<file path="src/shared/sysmon_pkg.sv">
// Constants shared by the system monitor converter control block
package sysmon_pkg;
  // ==========================================================================
  // Widths and channel plan
  localparam int REG_AW      = 7;
  localparam int DW          = 16;
  localparam int WB_DW       = 32;
  localparam int WB_AW       = 32;
  localparam int WB_ADR_LSB  = 2;
  localparam int SAMPLE_W    = 12;
  localparam int NUM_AUX     = 16;
  localparam int NUM_SENSORS = 3;
  localparam int NUM_CH      = NUM_SENSORS + 1 + NUM_AUX;
  localparam int CH_W        = 5;
  localparam int CH_TEMP     = 0;
  localparam int CH_AUX0     = 4;
  localparam int RESULT_LSB  = DW - SAMPLE_W;
  localparam int AVG_MAX_LOG = 8;
  localparam int ACC_W       = SAMPLE_W + AVG_MAX_LOG;
  localparam int CNT_W       = AVG_MAX_LOG + 1;
  // ==========================================================================
  // Register indices (byte address on the bus is four times the index)
  localparam logic [REG_AW-1:0] REG_RESULT0    = 7'h00;
  localparam logic [REG_AW-1:0] REG_MAX0       = 7'h20;
  localparam logic [REG_AW-1:0] REG_MIN0       = 7'h24;
  localparam logic [REG_AW-1:0] REG_CTRL_BASE  = 7'h40;
  localparam logic [REG_AW-1:0] REG_CFG        = 7'h40;
  localparam logic [REG_AW-1:0] REG_CHSEL_LO   = 7'h41;
  localparam logic [REG_AW-1:0] REG_CHSEL_HI   = 7'h42;
  localparam logic [REG_AW-1:0] REG_BIP_LO     = 7'h43;
  localparam logic [REG_AW-1:0] REG_BIP_HI     = 7'h44;
  localparam logic [REG_AW-1:0] REG_UPPER0     = 7'h50;
  localparam logic [REG_AW-1:0] REG_OT_TRIP    = 7'h53;
  localparam logic [REG_AW-1:0] REG_LOWER0     = 7'h54;
  localparam logic [REG_AW-1:0] REG_OT_RELEASE = 7'h57;
  localparam logic [REG_AW-1:0] REG_INT_STATUS = 7'h60;
  localparam logic [REG_AW-1:0] REG_INT_MASK   = 7'h61;
  localparam logic [REG_AW-1:0] REG_FLAGS      = 7'h62;
  // ==========================================================================
  // Field positions
  localparam int CFG_SEQ_EN  = 0;
  localparam int CFG_AVG_LSB = 1;
  localparam int CFG_AUTOPD  = 3;
  localparam int INT_EOC     = 0;
  localparam int INT_EOS     = 1;
  localparam int INT_ALARM   = 2;
  localparam int INT_OT      = 3;
  localparam int INT_W       = 4;
  localparam int FLAG_OT     = 3;
  localparam int FLAG_HOLD   = 4;
  localparam int FLAG_BUSY   = 5;
  localparam int FLAG_DEFMODE = 6;
  localparam int HI_W        = NUM_CH - DW;
  // ==========================================================================
  // Averaging encodings and reset values
  localparam logic [1:0]  AVG_NONE = 2'h0;
  localparam logic [1:0]  AVG_16   = 2'h1;
  localparam logic [1:0]  AVG_64   = 2'h2;
  localparam logic [3:0]  SHIFT_16 = 4'h4;
  localparam logic [3:0]  SHIFT_64 = 4'h6;
  localparam logic [3:0]  SHIFT_256 = 4'h8;
  localparam logic [NUM_CH-1:0] DEFAULT_CHSEL = 20'h00007;
  localparam logic [DW-1:0] MAX_RESET = 16'h0000;
  localparam logic [DW-1:0] MIN_RESET = 16'hFFFF;
  // ==========================================================================
  // Timing of the shutdown and start-up sequences
  localparam int CLK_MHZ      = 250;
  localparam int SHUTDOWN_NS  = 1000;
  localparam int STARTUP_NS   = 1000;
  localparam int SHUTDOWN_CYC = (SHUTDOWN_NS * CLK_MHZ + 999) / 1000;
  localparam int STARTUP_CYC  = (STARTUP_NS * CLK_MHZ + 999) / 1000;
  localparam int SEQ_CNT_W    = 12;
endpackage : sysmon_pkg

</file>
<file path="src/design/sysmon_ctrl.sv">
// System monitor converter control: sequencing, averaging, results, alarms, bus ports
`timescale 1ns/10ps
// How it works
// RQ1 - Sequencer converts enabled channels, stores every result
// RQ2 - Optional averaging over 16, 64 or 256 samples
// RQ3 - Supply and temperature alarms outside configured range
// RQ4 - 16-bit synchronous reconfiguration port reaches all registers
// RQ5 - Test access read path returns conversion results
// RQ6 - Without user instance, default mode monitors sensors
// RQ7 - Control registers start from attributes, writable after configuration
// RQ8 - Read-only results; sensor min and max tracked
// RQ9 - Conversion done and sequence done strobes
// RQ10 - Over-temperature at factory limit or user threshold
// RQ11 - Over-temperature release below lower limit, hysteresis
// RQ12 - Auto power-down: shutdown sequence, assert output hold
// RQ13 - Alarm clear: release hold, run start-up sequence
// RQ14 - Twelve-bit samples from converter, one per conversion
// RQ15 - Dedicated pair plus sixteen auxiliary channels addressable
// RQ16 - Per-channel unipolar or bipolar result encoding
// RQ17 - Enable strobe in, one-cycle ready with data
module sysmon_ctrl #(
  parameter logic [sysmon_pkg::DW-1:0]     CFG_INIT        = 16'h0001,
  parameter logic [sysmon_pkg::NUM_CH-1:0] CHSEL_INIT      = 20'h0000F,
  parameter logic [sysmon_pkg::NUM_CH-1:0] BIPOLAR_INIT    = 20'h00000,
  parameter logic [sysmon_pkg::DW-1:0]     UPPER_INIT      = 16'hFFF0,
  parameter logic [sysmon_pkg::DW-1:0]     LOWER_INIT      = 16'h0000,
  parameter logic [sysmon_pkg::DW-1:0]     OT_TRIP_INIT    = 16'hFFF0,
  parameter logic [sysmon_pkg::DW-1:0]     OT_RELEASE_INIT = 16'h0000,
  parameter logic [sysmon_pkg::DW-1:0]     TEMP_TRIP_CODE  = 16'hC000,
  parameter logic [sysmon_pkg::DW-1:0]     TEMP_REL_CODE   = 16'h9000,
  parameter int                            SHUTDOWN_CYCLES = sysmon_pkg::SHUTDOWN_CYC,
  parameter int                            STARTUP_CYCLES  = sysmon_pkg::STARTUP_CYC
) (
  // Clock and reset
  input  wire logic                              i_mclk,
  input  wire logic                              i_rst,
  // Device state
  input  wire logic                              i_config_done,
  input  wire logic                              i_block_used,
  // Wishbone slave
  input  wire logic                              i_wb_cyc,
  input  wire logic                              i_wb_stb,
  input  wire logic                              i_wb_we,
  input  wire logic [sysmon_pkg::WB_AW-1:0]      i_wb_adr,
  input  wire logic [sysmon_pkg::WB_DW/8-1:0]    i_wb_sel,
  input  wire logic [sysmon_pkg::WB_DW-1:0]      i_wb_dat,
  output logic      [sysmon_pkg::WB_DW-1:0]      o_wb_dat,
  output logic                                   o_wb_ack,
  // Dynamic reconfiguration port
  input  wire logic                              i_drp_en,
  input  wire logic                              i_drp_we,
  input  wire logic [sysmon_pkg::REG_AW-1:0]     i_drp_addr,
  input  wire logic [sysmon_pkg::DW-1:0]         i_drp_di,
  output logic      [sysmon_pkg::DW-1:0]         o_drp_do,
  output logic                                   o_drp_rdy,
  // Test access read path
  input  wire logic                              i_jtag_rd_en,
  input  wire logic [sysmon_pkg::REG_AW-1:0]     i_jtag_addr,
  output logic      [sysmon_pkg::DW-1:0]         o_jtag_data,
  output logic                                   o_jtag_rdy,
  // Converter core
  output logic                                   o_conv_start,
  output logic      [sysmon_pkg::CH_W-1:0]       o_conv_chan,
  input  wire logic                              i_conv_valid,
  input  wire logic [sysmon_pkg::SAMPLE_W-1:0]   i_conv_data,
  // Events and alarms
  output logic                                   o_conversion_done,
  output logic                                   o_sequence_done,
  output logic      [sysmon_pkg::NUM_SENSORS-1:0] o_alarm,
  output logic                                   o_overtemp_alarm,
  output logic                                   o_cfg_shutdown,
  output logic                                   o_global_output_hold,
  output logic                                   o_startup_active,
  output logic                                   o_irq
);
  import sysmon_pkg::*;

  typedef enum logic [1:0] {SEQ_IDLE, SEQ_START, SEQ_WAIT} sysmon_seq_e;
  typedef enum logic [1:0] {PD_RUN, PD_SHUTDOWN, PD_HOLD, PD_STARTUP} sysmon_pd_e;

  // ==========================================================================
  // State
  logic [DW-1:0]          result_mem [NUM_CH];
  logic [DW-1:0]          max_val    [NUM_SENSORS];
  logic [DW-1:0]          min_val    [NUM_SENSORS];
  logic [DW-1:0]          upper      [NUM_SENSORS];
  logic [DW-1:0]          lower      [NUM_SENSORS];
  logic [DW-1:0]          cfg;
  logic [NUM_CH-1:0]      chsel;
  logic [NUM_CH-1:0]      bipolar;
  logic [DW-1:0]          ot_trip;
  logic [DW-1:0]          ot_release;
  logic [INT_W-1:0]       int_status;
  logic [INT_W-1:0]       int_mask;
  sysmon_seq_e            seq_state;
  sysmon_pd_e             pd_state;
  logic [CH_W-1:0]        chan;
  logic [ACC_W-1:0]       acc;
  logic [CNT_W-1:0]       avg_cnt;
  logic [SEQ_CNT_W-1:0]   pd_cnt;

  // ==========================================================================
  // Functions
  function automatic logic [CH_W-1:0] next_chan(input logic [CH_W-1:0]   cur,
                                                input logic [NUM_CH-1:0] set);
    logic [CH_W-1:0] nxt;
    logic            found;
    int              c;
    nxt   = cur;
    found = 1'b0;
    for (int k = 1; k <= NUM_CH; k++) begin
      c = (int'(cur) + k) % NUM_CH;
      if (!found && set[c]) begin
        nxt   = CH_W'(c);
        found = 1'b1;
      end
    end
    return nxt;
  endfunction : next_chan

  function automatic logic [DW-1:0] merge(input logic [DW-1:0] old_v,
                                          input logic [DW-1:0] new_v,
                                          input logic [1:0]    be);
    return {be[1] ? new_v[15:8] : old_v[15:8], be[0] ? new_v[7:0] : old_v[7:0]};
  endfunction : merge

  function automatic logic [DW-1:0] reg_read(input logic [REG_AW-1:0] idx);
    logic [DW-1:0] v;
    v = '0;
    if (idx < REG_AW'(NUM_CH)) begin
      v = result_mem[idx[CH_W-1:0]];
    end
    for (int s = 0; s < NUM_SENSORS; s++) begin
      if (idx == REG_MAX0 + REG_AW'(s)) v = max_val[s];
      if (idx == REG_MIN0 + REG_AW'(s)) v = min_val[s];
      if (idx == REG_UPPER0 + REG_AW'(s)) v = upper[s];
      if (idx == REG_LOWER0 + REG_AW'(s)) v = lower[s];
    end
    unique case (idx)
      REG_CFG:        v = cfg;
      REG_CHSEL_LO:   v = chsel[DW-1:0];
      REG_CHSEL_HI:   v = {{(DW-HI_W){1'b0}}, chsel[NUM_CH-1:DW]};
      REG_BIP_LO:     v = bipolar[DW-1:0];
      REG_BIP_HI:     v = {{(DW-HI_W){1'b0}}, bipolar[NUM_CH-1:DW]};
      REG_OT_TRIP:    v = ot_trip;
      REG_OT_RELEASE: v = ot_release;
      REG_INT_STATUS: v = {{(DW-INT_W){1'b0}}, int_status};
      REG_INT_MASK:   v = {{(DW-INT_W){1'b0}}, int_mask};
      REG_FLAGS: begin
        v[NUM_SENSORS-1:0] = o_alarm;
        v[FLAG_OT]         = o_overtemp_alarm;
        v[FLAG_HOLD]       = o_global_output_hold;
        v[FLAG_BUSY]       = (seq_state != SEQ_IDLE);
        v[FLAG_DEFMODE]    = !i_block_used;
      end
      default: ;
    endcase
    return v;
  endfunction : reg_read

  // ==========================================================================
  // Register access decode
  logic              wb_req;
  logic [REG_AW-1:0] wb_idx;
  logic              wr_en;
  logic [REG_AW-1:0] wr_idx;
  logic [DW-1:0]     wr_data;
  logic [1:0]        wr_be;

  assign wb_req = i_wb_cyc && i_wb_stb && !o_wb_ack;
  assign wb_idx = i_wb_adr[REG_AW+WB_ADR_LSB-1:WB_ADR_LSB];

  // Bus write wins a same-cycle collision with the port; attributes hold until done
  always_comb begin
    wr_idx  = wb_req && i_wb_we ? wb_idx : i_drp_addr;
    wr_data = wb_req && i_wb_we ? i_wb_dat[DW-1:0] : i_drp_di;
    wr_be   = wb_req && i_wb_we ? i_wb_sel[1:0] : 2'h3;
    wr_en   = ((wb_req && i_wb_we) || (i_drp_en && i_drp_we))
              && i_config_done && i_block_used; // RQ7 RQ4
  end

  // ==========================================================================
  // Control registers
  always_ff @(posedge i_mclk or posedge i_rst) begin
    if (i_rst) begin
      cfg        <= CFG_INIT; // RQ7
      chsel      <= CHSEL_INIT;
      bipolar    <= BIPOLAR_INIT;
      ot_trip    <= OT_TRIP_INIT;
      ot_release <= OT_RELEASE_INIT;
      int_mask   <= '0;
      for (int s = 0; s < NUM_SENSORS; s++) begin
        upper[s] <= UPPER_INIT;
        lower[s] <= LOWER_INIT;
      end
    end else if (wr_en && wr_idx >= REG_CTRL_BASE) begin // RQ8
      unique case (wr_idx)
        REG_CFG:        cfg <= merge(cfg, wr_data, wr_be);
        REG_CHSEL_LO:   chsel[DW-1:0] <= merge(chsel[DW-1:0], wr_data, wr_be); // RQ15
        REG_CHSEL_HI:   chsel[NUM_CH-1:DW] <= wr_be[0] ? wr_data[HI_W-1:0] : chsel[NUM_CH-1:DW];
        REG_BIP_LO:     bipolar[DW-1:0] <= merge(bipolar[DW-1:0], wr_data, wr_be);
        REG_BIP_HI:     bipolar[NUM_CH-1:DW] <= wr_be[0] ? wr_data[HI_W-1:0]
                                                          : bipolar[NUM_CH-1:DW];
        REG_OT_TRIP:    ot_trip <= merge(ot_trip, wr_data, wr_be);
        REG_OT_RELEASE: ot_release <= merge(ot_release, wr_data, wr_be);
        REG_INT_MASK:   int_mask <= wr_be[0] ? wr_data[INT_W-1:0] : int_mask;
        default: begin
          for (int s = 0; s < NUM_SENSORS; s++) begin
            if (wr_idx == REG_UPPER0 + REG_AW'(s)) upper[s] <= merge(upper[s], wr_data, wr_be);
            if (wr_idx == REG_LOWER0 + REG_AW'(s)) lower[s] <= merge(lower[s], wr_data, wr_be);
          end
        end
      endcase
    end
  end

  // ==========================================================================
  // Effective mode: default mode ignores the sequence-enable, channel-select and averaging settings
  logic              seq_on;
  logic [NUM_CH-1:0] active_set;
  logic [3:0]        avg_shift;
  logic [CNT_W-1:0]  avg_target;

  always_comb begin
    seq_on     = i_block_used ? cfg[CFG_SEQ_EN] : 1'b1; // RQ6
    active_set = i_block_used ? chsel : DEFAULT_CHSEL; // RQ6
    unique case (i_block_used ? cfg[CFG_AVG_LSB +: 2] : AVG_NONE) // RQ2
      AVG_NONE: avg_shift = 4'h0;
      AVG_16:   avg_shift = SHIFT_16;
      AVG_64:   avg_shift = SHIFT_64;
      default:  avg_shift = SHIFT_256;
    endcase
    avg_target = CNT_W'(1) << avg_shift;
  end

  // ==========================================================================
  // Sequencer and averaging
  logic [CH_W-1:0]     chan_next;
  logic                sample_last;
  logic [ACC_W-1:0]    acc_sum;
  logic [SAMPLE_W-1:0] avg_code;
  logic [DW-1:0]       result;
  logic                finish;

  always_comb begin
    chan_next   = next_chan(chan, active_set);
    acc_sum     = acc + ACC_W'(i_conv_data); // RQ14
    avg_code    = SAMPLE_W'(acc_sum >> avg_shift); // RQ2
    // Offset binary from the core becomes two's complement for bipolar inputs
    if (bipolar[chan] && i_block_used && chan >= CH_W'(CH_AUX0 - 1)) begin
      avg_code[SAMPLE_W-1] = ~avg_code[SAMPLE_W-1]; // RQ16
    end
    result      = {avg_code, {RESULT_LSB{1'b0}}};
    sample_last = (avg_cnt + CNT_W'(1)) == avg_target;
    finish      = (seq_state == SEQ_WAIT) && i_conv_valid && sample_last;
  end

  assign o_conv_start = (seq_state == SEQ_START); // RQ1

  always_ff @(posedge i_mclk or posedge i_rst) begin
    if (i_rst) begin
      seq_state   <= SEQ_IDLE;
      chan        <= '0;
      acc         <= '0;
      avg_cnt     <= '0;
      o_conv_chan <= '0;
    end else begin
      unique case (seq_state)
        SEQ_IDLE: begin
          if (seq_on && active_set != '0) begin
            chan        <= next_chan(CH_W'(NUM_CH - 1), active_set); // RQ1
            o_conv_chan <= next_chan(CH_W'(NUM_CH - 1), active_set);
            seq_state   <= SEQ_START;
          end
        end
        SEQ_START: seq_state <= SEQ_WAIT;
        SEQ_WAIT: begin
          if (i_conv_valid) begin
            if (sample_last) begin
              acc     <= '0;
              avg_cnt <= '0;
              chan        <= chan_next; // RQ1
              o_conv_chan <= chan_next;
              seq_state   <= (seq_on && active_set != '0) ? SEQ_START : SEQ_IDLE;
            end else begin
              acc       <= acc_sum; // RQ2
              avg_cnt   <= avg_cnt + CNT_W'(1);
              seq_state <= SEQ_START;
            end
          end
        end
      endcase
    end
  end

  // ==========================================================================
  // Result storage, min and max, strobes
  always_ff @(posedge i_mclk or posedge i_rst) begin
    if (i_rst) begin
      for (int c = 0; c < NUM_CH; c++) result_mem[c] <= '0;
      for (int s = 0; s < NUM_SENSORS; s++) begin
        max_val[s] <= MAX_RESET; // RQ8
        min_val[s] <= MIN_RESET;
      end
      o_conversion_done <= 1'b0;
      o_sequence_done   <= 1'b0;
    end else begin
      o_conversion_done <= finish; // RQ9
      o_sequence_done   <= finish && (chan_next <= chan); // RQ9
      if (finish) begin
        result_mem[chan] <= result; // RQ1
        if (chan < CH_W'(NUM_SENSORS)) begin
          if (result > max_val[chan[1:0]]) max_val[chan[1:0]] <= result; // RQ8
          if (result < min_val[chan[1:0]]) min_val[chan[1:0]] <= result; // RQ8
        end
      end
    end
  end

  // ==========================================================================
  // Range alarms and over-temperature with hysteresis
  logic temp_done;
  logic ot_rise;

  assign temp_done = finish && chan == CH_W'(CH_TEMP);
  assign ot_rise   = temp_done && !o_overtemp_alarm
                     && (result >= TEMP_TRIP_CODE || result >= ot_trip);

  always_ff @(posedge i_mclk or posedge i_rst) begin
    if (i_rst) begin
      o_alarm          <= '0;
      o_overtemp_alarm <= 1'b0;
    end else begin
      if (finish && chan < CH_W'(NUM_SENSORS)) begin
        o_alarm[chan[1:0]] <= (result > upper[chan[1:0]])
                              || (result < lower[chan[1:0]]); // RQ3
      end
      if (ot_rise) begin
        o_overtemp_alarm <= 1'b1; // RQ10
      end else if (temp_done && (result < TEMP_REL_CODE || result < ot_release)) begin
        o_overtemp_alarm <= 1'b0; // RQ11
      end
    end
  end

  // ==========================================================================
  // Automatic power-down; temperature is still sampled while held
  always_ff @(posedge i_mclk or posedge i_rst) begin
    if (i_rst) begin
      pd_state <= PD_RUN;
      pd_cnt   <= '0;
    end else begin
      unique case (pd_state)
        PD_RUN: begin
          if (ot_rise && cfg[CFG_AUTOPD]) begin
            pd_state <= PD_SHUTDOWN; // RQ12
            pd_cnt   <= '0;
          end
        end
        PD_SHUTDOWN: begin
          pd_cnt <= pd_cnt + SEQ_CNT_W'(1);
          if (pd_cnt == SEQ_CNT_W'(SHUTDOWN_CYCLES - 1)) pd_state <= PD_HOLD;
        end
        PD_HOLD: begin
          if (!o_overtemp_alarm) begin
            pd_state <= PD_STARTUP; // RQ13
            pd_cnt   <= '0;
          end
        end
        PD_STARTUP: begin
          pd_cnt <= pd_cnt + SEQ_CNT_W'(1);
          if (pd_cnt == SEQ_CNT_W'(STARTUP_CYCLES - 1)) pd_state <= PD_RUN;
        end
      endcase
    end
  end

  assign o_cfg_shutdown       = (pd_state == PD_SHUTDOWN); // RQ12
  assign o_global_output_hold = (pd_state == PD_SHUTDOWN) || (pd_state == PD_HOLD); // RQ12
  assign o_startup_active     = (pd_state == PD_STARTUP); // RQ13

  // ==========================================================================
  // Interrupts: set beats a same-cycle write-one clear
  logic [INT_W-1:0] int_event;
  logic [INT_W-1:0] int_clear;

  always_comb begin
    int_event            = '0;
    int_event[INT_EOC]   = o_conversion_done;
    int_event[INT_EOS]   = o_sequence_done;
    int_event[INT_ALARM] = finish && chan < CH_W'(NUM_SENSORS) && !o_alarm[chan[1:0]]
                           && ((result > upper[chan[1:0]]) || (result < lower[chan[1:0]]));
    int_event[INT_OT]    = ot_rise;
    int_clear = (wr_en && wr_idx == REG_INT_STATUS && wr_be[0]) ? wr_data[INT_W-1:0] : '0;
  end

  always_ff @(posedge i_mclk or posedge i_rst) begin
    if (i_rst) begin
      int_status <= '0;
    end else begin
      int_status <= (int_status & ~int_clear) | int_event;
    end
  end

  assign o_irq = |(int_status & int_mask);

  // ==========================================================================
  // Read answers: bus, reconfiguration port, test access path
  always_ff @(posedge i_mclk or posedge i_rst) begin
    if (i_rst) begin
      o_wb_ack    <= 1'b0;
      o_wb_dat    <= '0;
      o_drp_rdy   <= 1'b0;
      o_drp_do    <= '0;
      o_jtag_rdy  <= 1'b0;
      o_jtag_data <= '0;
    end else begin
      o_wb_ack <= wb_req;
      if (wb_req && !i_wb_we) begin
        o_wb_dat <= (i_wb_adr[WB_AW-1:REG_AW+WB_ADR_LSB] == '0)
                    ? {{(WB_DW-DW){1'b0}}, reg_read(wb_idx)} : '0;
      end
      o_drp_rdy <= i_drp_en; // RQ17
      if (i_drp_en && !i_drp_we) o_drp_do <= reg_read(i_drp_addr); // RQ4
      o_jtag_rdy <= i_jtag_rd_en;
      if (i_jtag_rd_en) o_jtag_data <= reg_read(i_jtag_addr); // RQ5
    end
  end

endmodule : sysmon_ctrl

</file>
<file path="config.mk">
export PLATFORM = sky130hd
export DESIGN_NAME = sysmon_ctrl
export DESIGN_NICKNAME = d
export VERILOG_FILES = /design/src/shared/sysmon_pkg.sv /design/src/design/sysmon_ctrl.sv
export SDC_FILE = /design/constraint.sdc
export NUM_CORES = 2
export LEC_CHECK = 0
export BUFFER_PORTS_ARGS = -buffer_cell sky130_fd_sc_hd__buf_4
export CORE_AREA = 3 3 266 465
export CTS_BUF_LIST = sky130_fd_sc_hd__clkbuf_16
export CTS_CLUSTER_DIAMETER = 30
export CTS_CLUSTER_SIZE = 8
export DETAILED_ROUTE_END_ITERATION = 16
export DIE_AREA = 0 0 269 468
export SKIP_LAST_GASP = 1
export SLEW_MARGIN = 20
export SYNTH_ARGS = -nofsm -noshare
export SYNTH_HDL_FRONTEND = slang
export SYNTH_SLANG_ARGS = --single-unit
</file>
<file path="constraint.sdc">
create_clock -name i_mclk -period 26.4 [get_ports i_mclk]
set_input_delay 3.96 -clock i_mclk [delete_from_list [all_inputs] [get_ports i_mclk]]
set_output_delay 3.96 -clock i_mclk [all_outputs]
set_load 0.03 [all_outputs]
</file>
==> results.cfg <==
[logic_synthesis]
yosysUniqueCellTypes = 117
synth.yosys.seq_area_share_pct = 32.2
ys_ff_latch = 614
synth_area_leader_cell = dfrtp_1
synth_top_area_share_pct = 27.2
synth_area_mm2 = 0.0480
async_flop_share_pct = 100
ys_warn_count = 0
synth_edf_count = 0
yosys-top-cells-area = dfrtp_1 27%, mux4_2 11%, nand2_1 6.4%
ys_dominant_reg_cell = dfrtp_1
synth.avg_cell_area_um2 = 8.75
synth_most_common_cell = nand2_1
synthCells = 5490
yosys-top-cells-count = 825 x nand2_1, 608 x o21ai_0, 522 x dfrtp_1

[global_routing]
grt_pass1_vias = 47584
grt_usage_pct = 36.3
antenna_found_initial = 16
grt_overflow_total = 0
grt_max_degree = 165
grt_pass1_wl_um = 331000

[sta]
drv_slew = 0
hold_ws_ns = 0.479
worst_slew_pin_slew_ns = 1.35
relSlewSlack_pct = 9.40
setup-tns-final_ns = 0
fmax_mhz = 88.5
hold_violations = 0
finalSetupViolations = 0
rsz0062_at_grt = false
finClkSkew_ns = 0.0392
period_share_pct = 42.8
final.min_clock_period_ns = 11.30

[floorplan]
die_h_um = 468
core-area_mm2 = 0.120
die_w_um = 269
num_rows = 168
die-area_mm2 = 0.126
io_pins = 204
start_util_pct = 40.0

[route]
drc = 0
wl_um = 231000
ant_nets = 0
drt-vias-per-instance = 6.63
drt-pass1-iter-count = 10
wl_per_cell_um = 31.9
first_iter_violations = 5009
vias = 47942

[placed_design]
dp_hpwl_um = 172000
port_buffers = 167
gp_congestion = 1.05

[pwr]
switching_power_w = 0.00350
powerDensity_mw_per_mm2 = 126
internal_power_w = 0.00341
p_seq_share_pct = 19.6
p_leak_nw = 22.4
vdd_ir_drop_max_mv = 0.0781
switching_share_pct = 50.7
clockPowerShare_pct = 20.9
p_comb_share_pct = 59.5

[critical_path]
cp_max_fo = 27
max_stage_delay_ns = 0.90
worstPathArrival_ns = 11.93
crit_top_cell = a21oi_1
critPathKind = input pin to register
cp-start-kind = input pin
cp.buffers_inverters = 3
rrSetupSlack_ns = 17.33
crit_family = compound AO/OA/AOI/OAI gates
slowest_stage = a21oi_1
endpoint_kind = register
worst_ep_required_time_ns = 27.02

[clock_tree]
clockBufferDepth = 3
ctsResizeCount = 0
cts_buffers = 117
cts_tree = done
clock-root-buffer = clkbuf_16
clock_latency_ns = 0.75
path_clk_slew_ns = 0.05
cts_hold_buf = 0
numClockSinks = 614
post_cts_buffers = 0
cts-htree-levels = 3

[flow_run]
drv_cap = 0

[cells_and_area]
multiInputGateArea_mm2 = 0.0305
syn2layout_area_growth_pct = 14.1
regArea_mm2 = 0.0155
fill_cells = 11661
nNetsFinal = 5788
drive_gt1_share_pct = 18.3
post-route-util_pct = 45.6

[worst_hold_path]
hold_class = register to register

[run_status]
outcome = finished, final reports clean
-- worst reg2reg max path, cell delays in order (launching register included) --
cell and delay [ns]:
dfrtp_2 0.57, buf_4 0.65, ha_2 0.91, a21o_1 0.33
xnor2_2 0.26, nor2_1 0.22, inv_1 0.08, ha_1 0.27
nor2b_1 0.39, o21ai_0 0.17, a22oi_2 0.73, mux2i_1 0.32
o21ai_2 0.55, nand4b_1 0.39, nor3_1 0.61, a21boi_0 0.63
and4b_1 0.32, o22ai_1 0.31, a211oi_2 0.22, o21ai_1 0.15
ha_1 0.26, o21a_1 0.10, o21ai_0 0.15, nand2b_1 0.08
a21oi_1 0.14, a31oi_1 0.07, nor2b_1 0.11
-- flip-flops by register name, summed over array words and instances (netlist names), 3 cells and up --
register,count
acc,20
avg_cnt,9
bipolar,20
cfg,16
chan,5
chsel,20
int_mask,4
int_status,4
lower,48
max_val,36
min_val,39
o_alarm,3
o_drp_do,16
o_jtag_data,16
o_wb_dat,16
ot_release,16
ot_trip,16
pd_cnt,12
result_mem,240
upper,48
-- through the flow --
step | instances | cell area (um^2) | total power, W | worst slack, ns
after floorplan | 5505 | 48100 | 0.00393 | 5.40
after global placement | 7010 | 50900 | 0.00527 | 14.18
after detailed placement | 7011 | 50900 | 0.00530 | 14.04
after CTS | 7221 | 54700 | 0.00677 | 14.78
after global routing | 7222 | 54800 | 0.00724 | 14.75
final | 7232 | 54800 | 0.00691 | 15.10
-- logic make-up after synthesis --
logic type,Yosys count,synth area share [%]
flops,614,32.2
xor+xnor,70,1.41
buf+inv,573,4.94
simple gates,1893,18.0
fa+ha+maj,157,4.08
compound gates,1761,24.1
other cells,1,0.00781
mux,421,15.2
-- cells in the final DEF, fill, tap and decap left out, drive strengths merged, types with 63 or more instances in the layout --
cell | netlist | final
buf | 132 | 328
nand3 | 151 | 151
clkbuf | 305 | 119
nor2 | 416 | 416
a31oi | 76 | 76
a21oi | 319 | 319
a222oi | 79 | 79
dfstp | 92 | 92
ha | 150 | 150
inv | 133 | 163
a221oi | 73 | 73
dfrtp | 522 | 522
nand4 | 64 | 64
mux4 | 239 | 239
nand2 | 825 | 825
a22oi | 101 | 101
mux2i | 120 | 120
nor2b | 63 | 63
o21ai | 619 | 619
nor3 | 80 | 80
-- final cells by class --
type / instances / area share (%)
Timing Repair Buffer: 329 / 4.53
Clock buffer: 118 / 5.39
Sequential cell: 614 / 28.3
Antenna cell: 10 / 0.0457
Tap cell: 1615 / 3.69
Clock inverter: 92 / 1.48
Inverter: 136 / 0.945
Multi-Input combinational cell: 4318 / 55.6
-- final timing paths --
kind                                   start               to  cells after the start
setup / recovery              i_conv_data[0]        pd_cnt[6]                     30
setup reg to reg                     chan[2]  o_sequence_done                     26
min in group asynchronous              i_rst      pd_state[0]                      2
max in group asynchronous              i_rst        lower[28]                      5
hold / removal             o_conversion_done    int_status[0]                      1
hold reg to reg            o_conversion_done    int_status[0]                      1
-- power groups by stage --
| stage | registers, W | clock network, W | logic (W) |
|---|---|---|---|
| final | 0.00136 | 0.00144 | 0.00411 |
| after global routing | 0.00138 | 0.00151 | 0.00436 |
| after CTS | 0.00134 | 0.00146 | 0.00397 |
| after detailed placement | 0.00136 | 0 | 0.00395 |
| after global placement | 0.00134 | 0 | 0.00393 |
| after floorplan | 0.00129 | 0 | 0.00264 |
-- metal layers --
| metal | track usage (%) | part of all wire [%] | vias up |
|---|---|---|---|
| met4 | 35.3 | 12 | 14 |
| li1 | - | - | 20764 |
| met3 | 9.42 | 8.5 | 1131 |
| met2 | 60.6 | 48 | 2719 |
| met5 | 0 | 0.040 | - |
| met1 | 36.1 | 32 | 23314 |
Power figures use the tool's default switching activity.
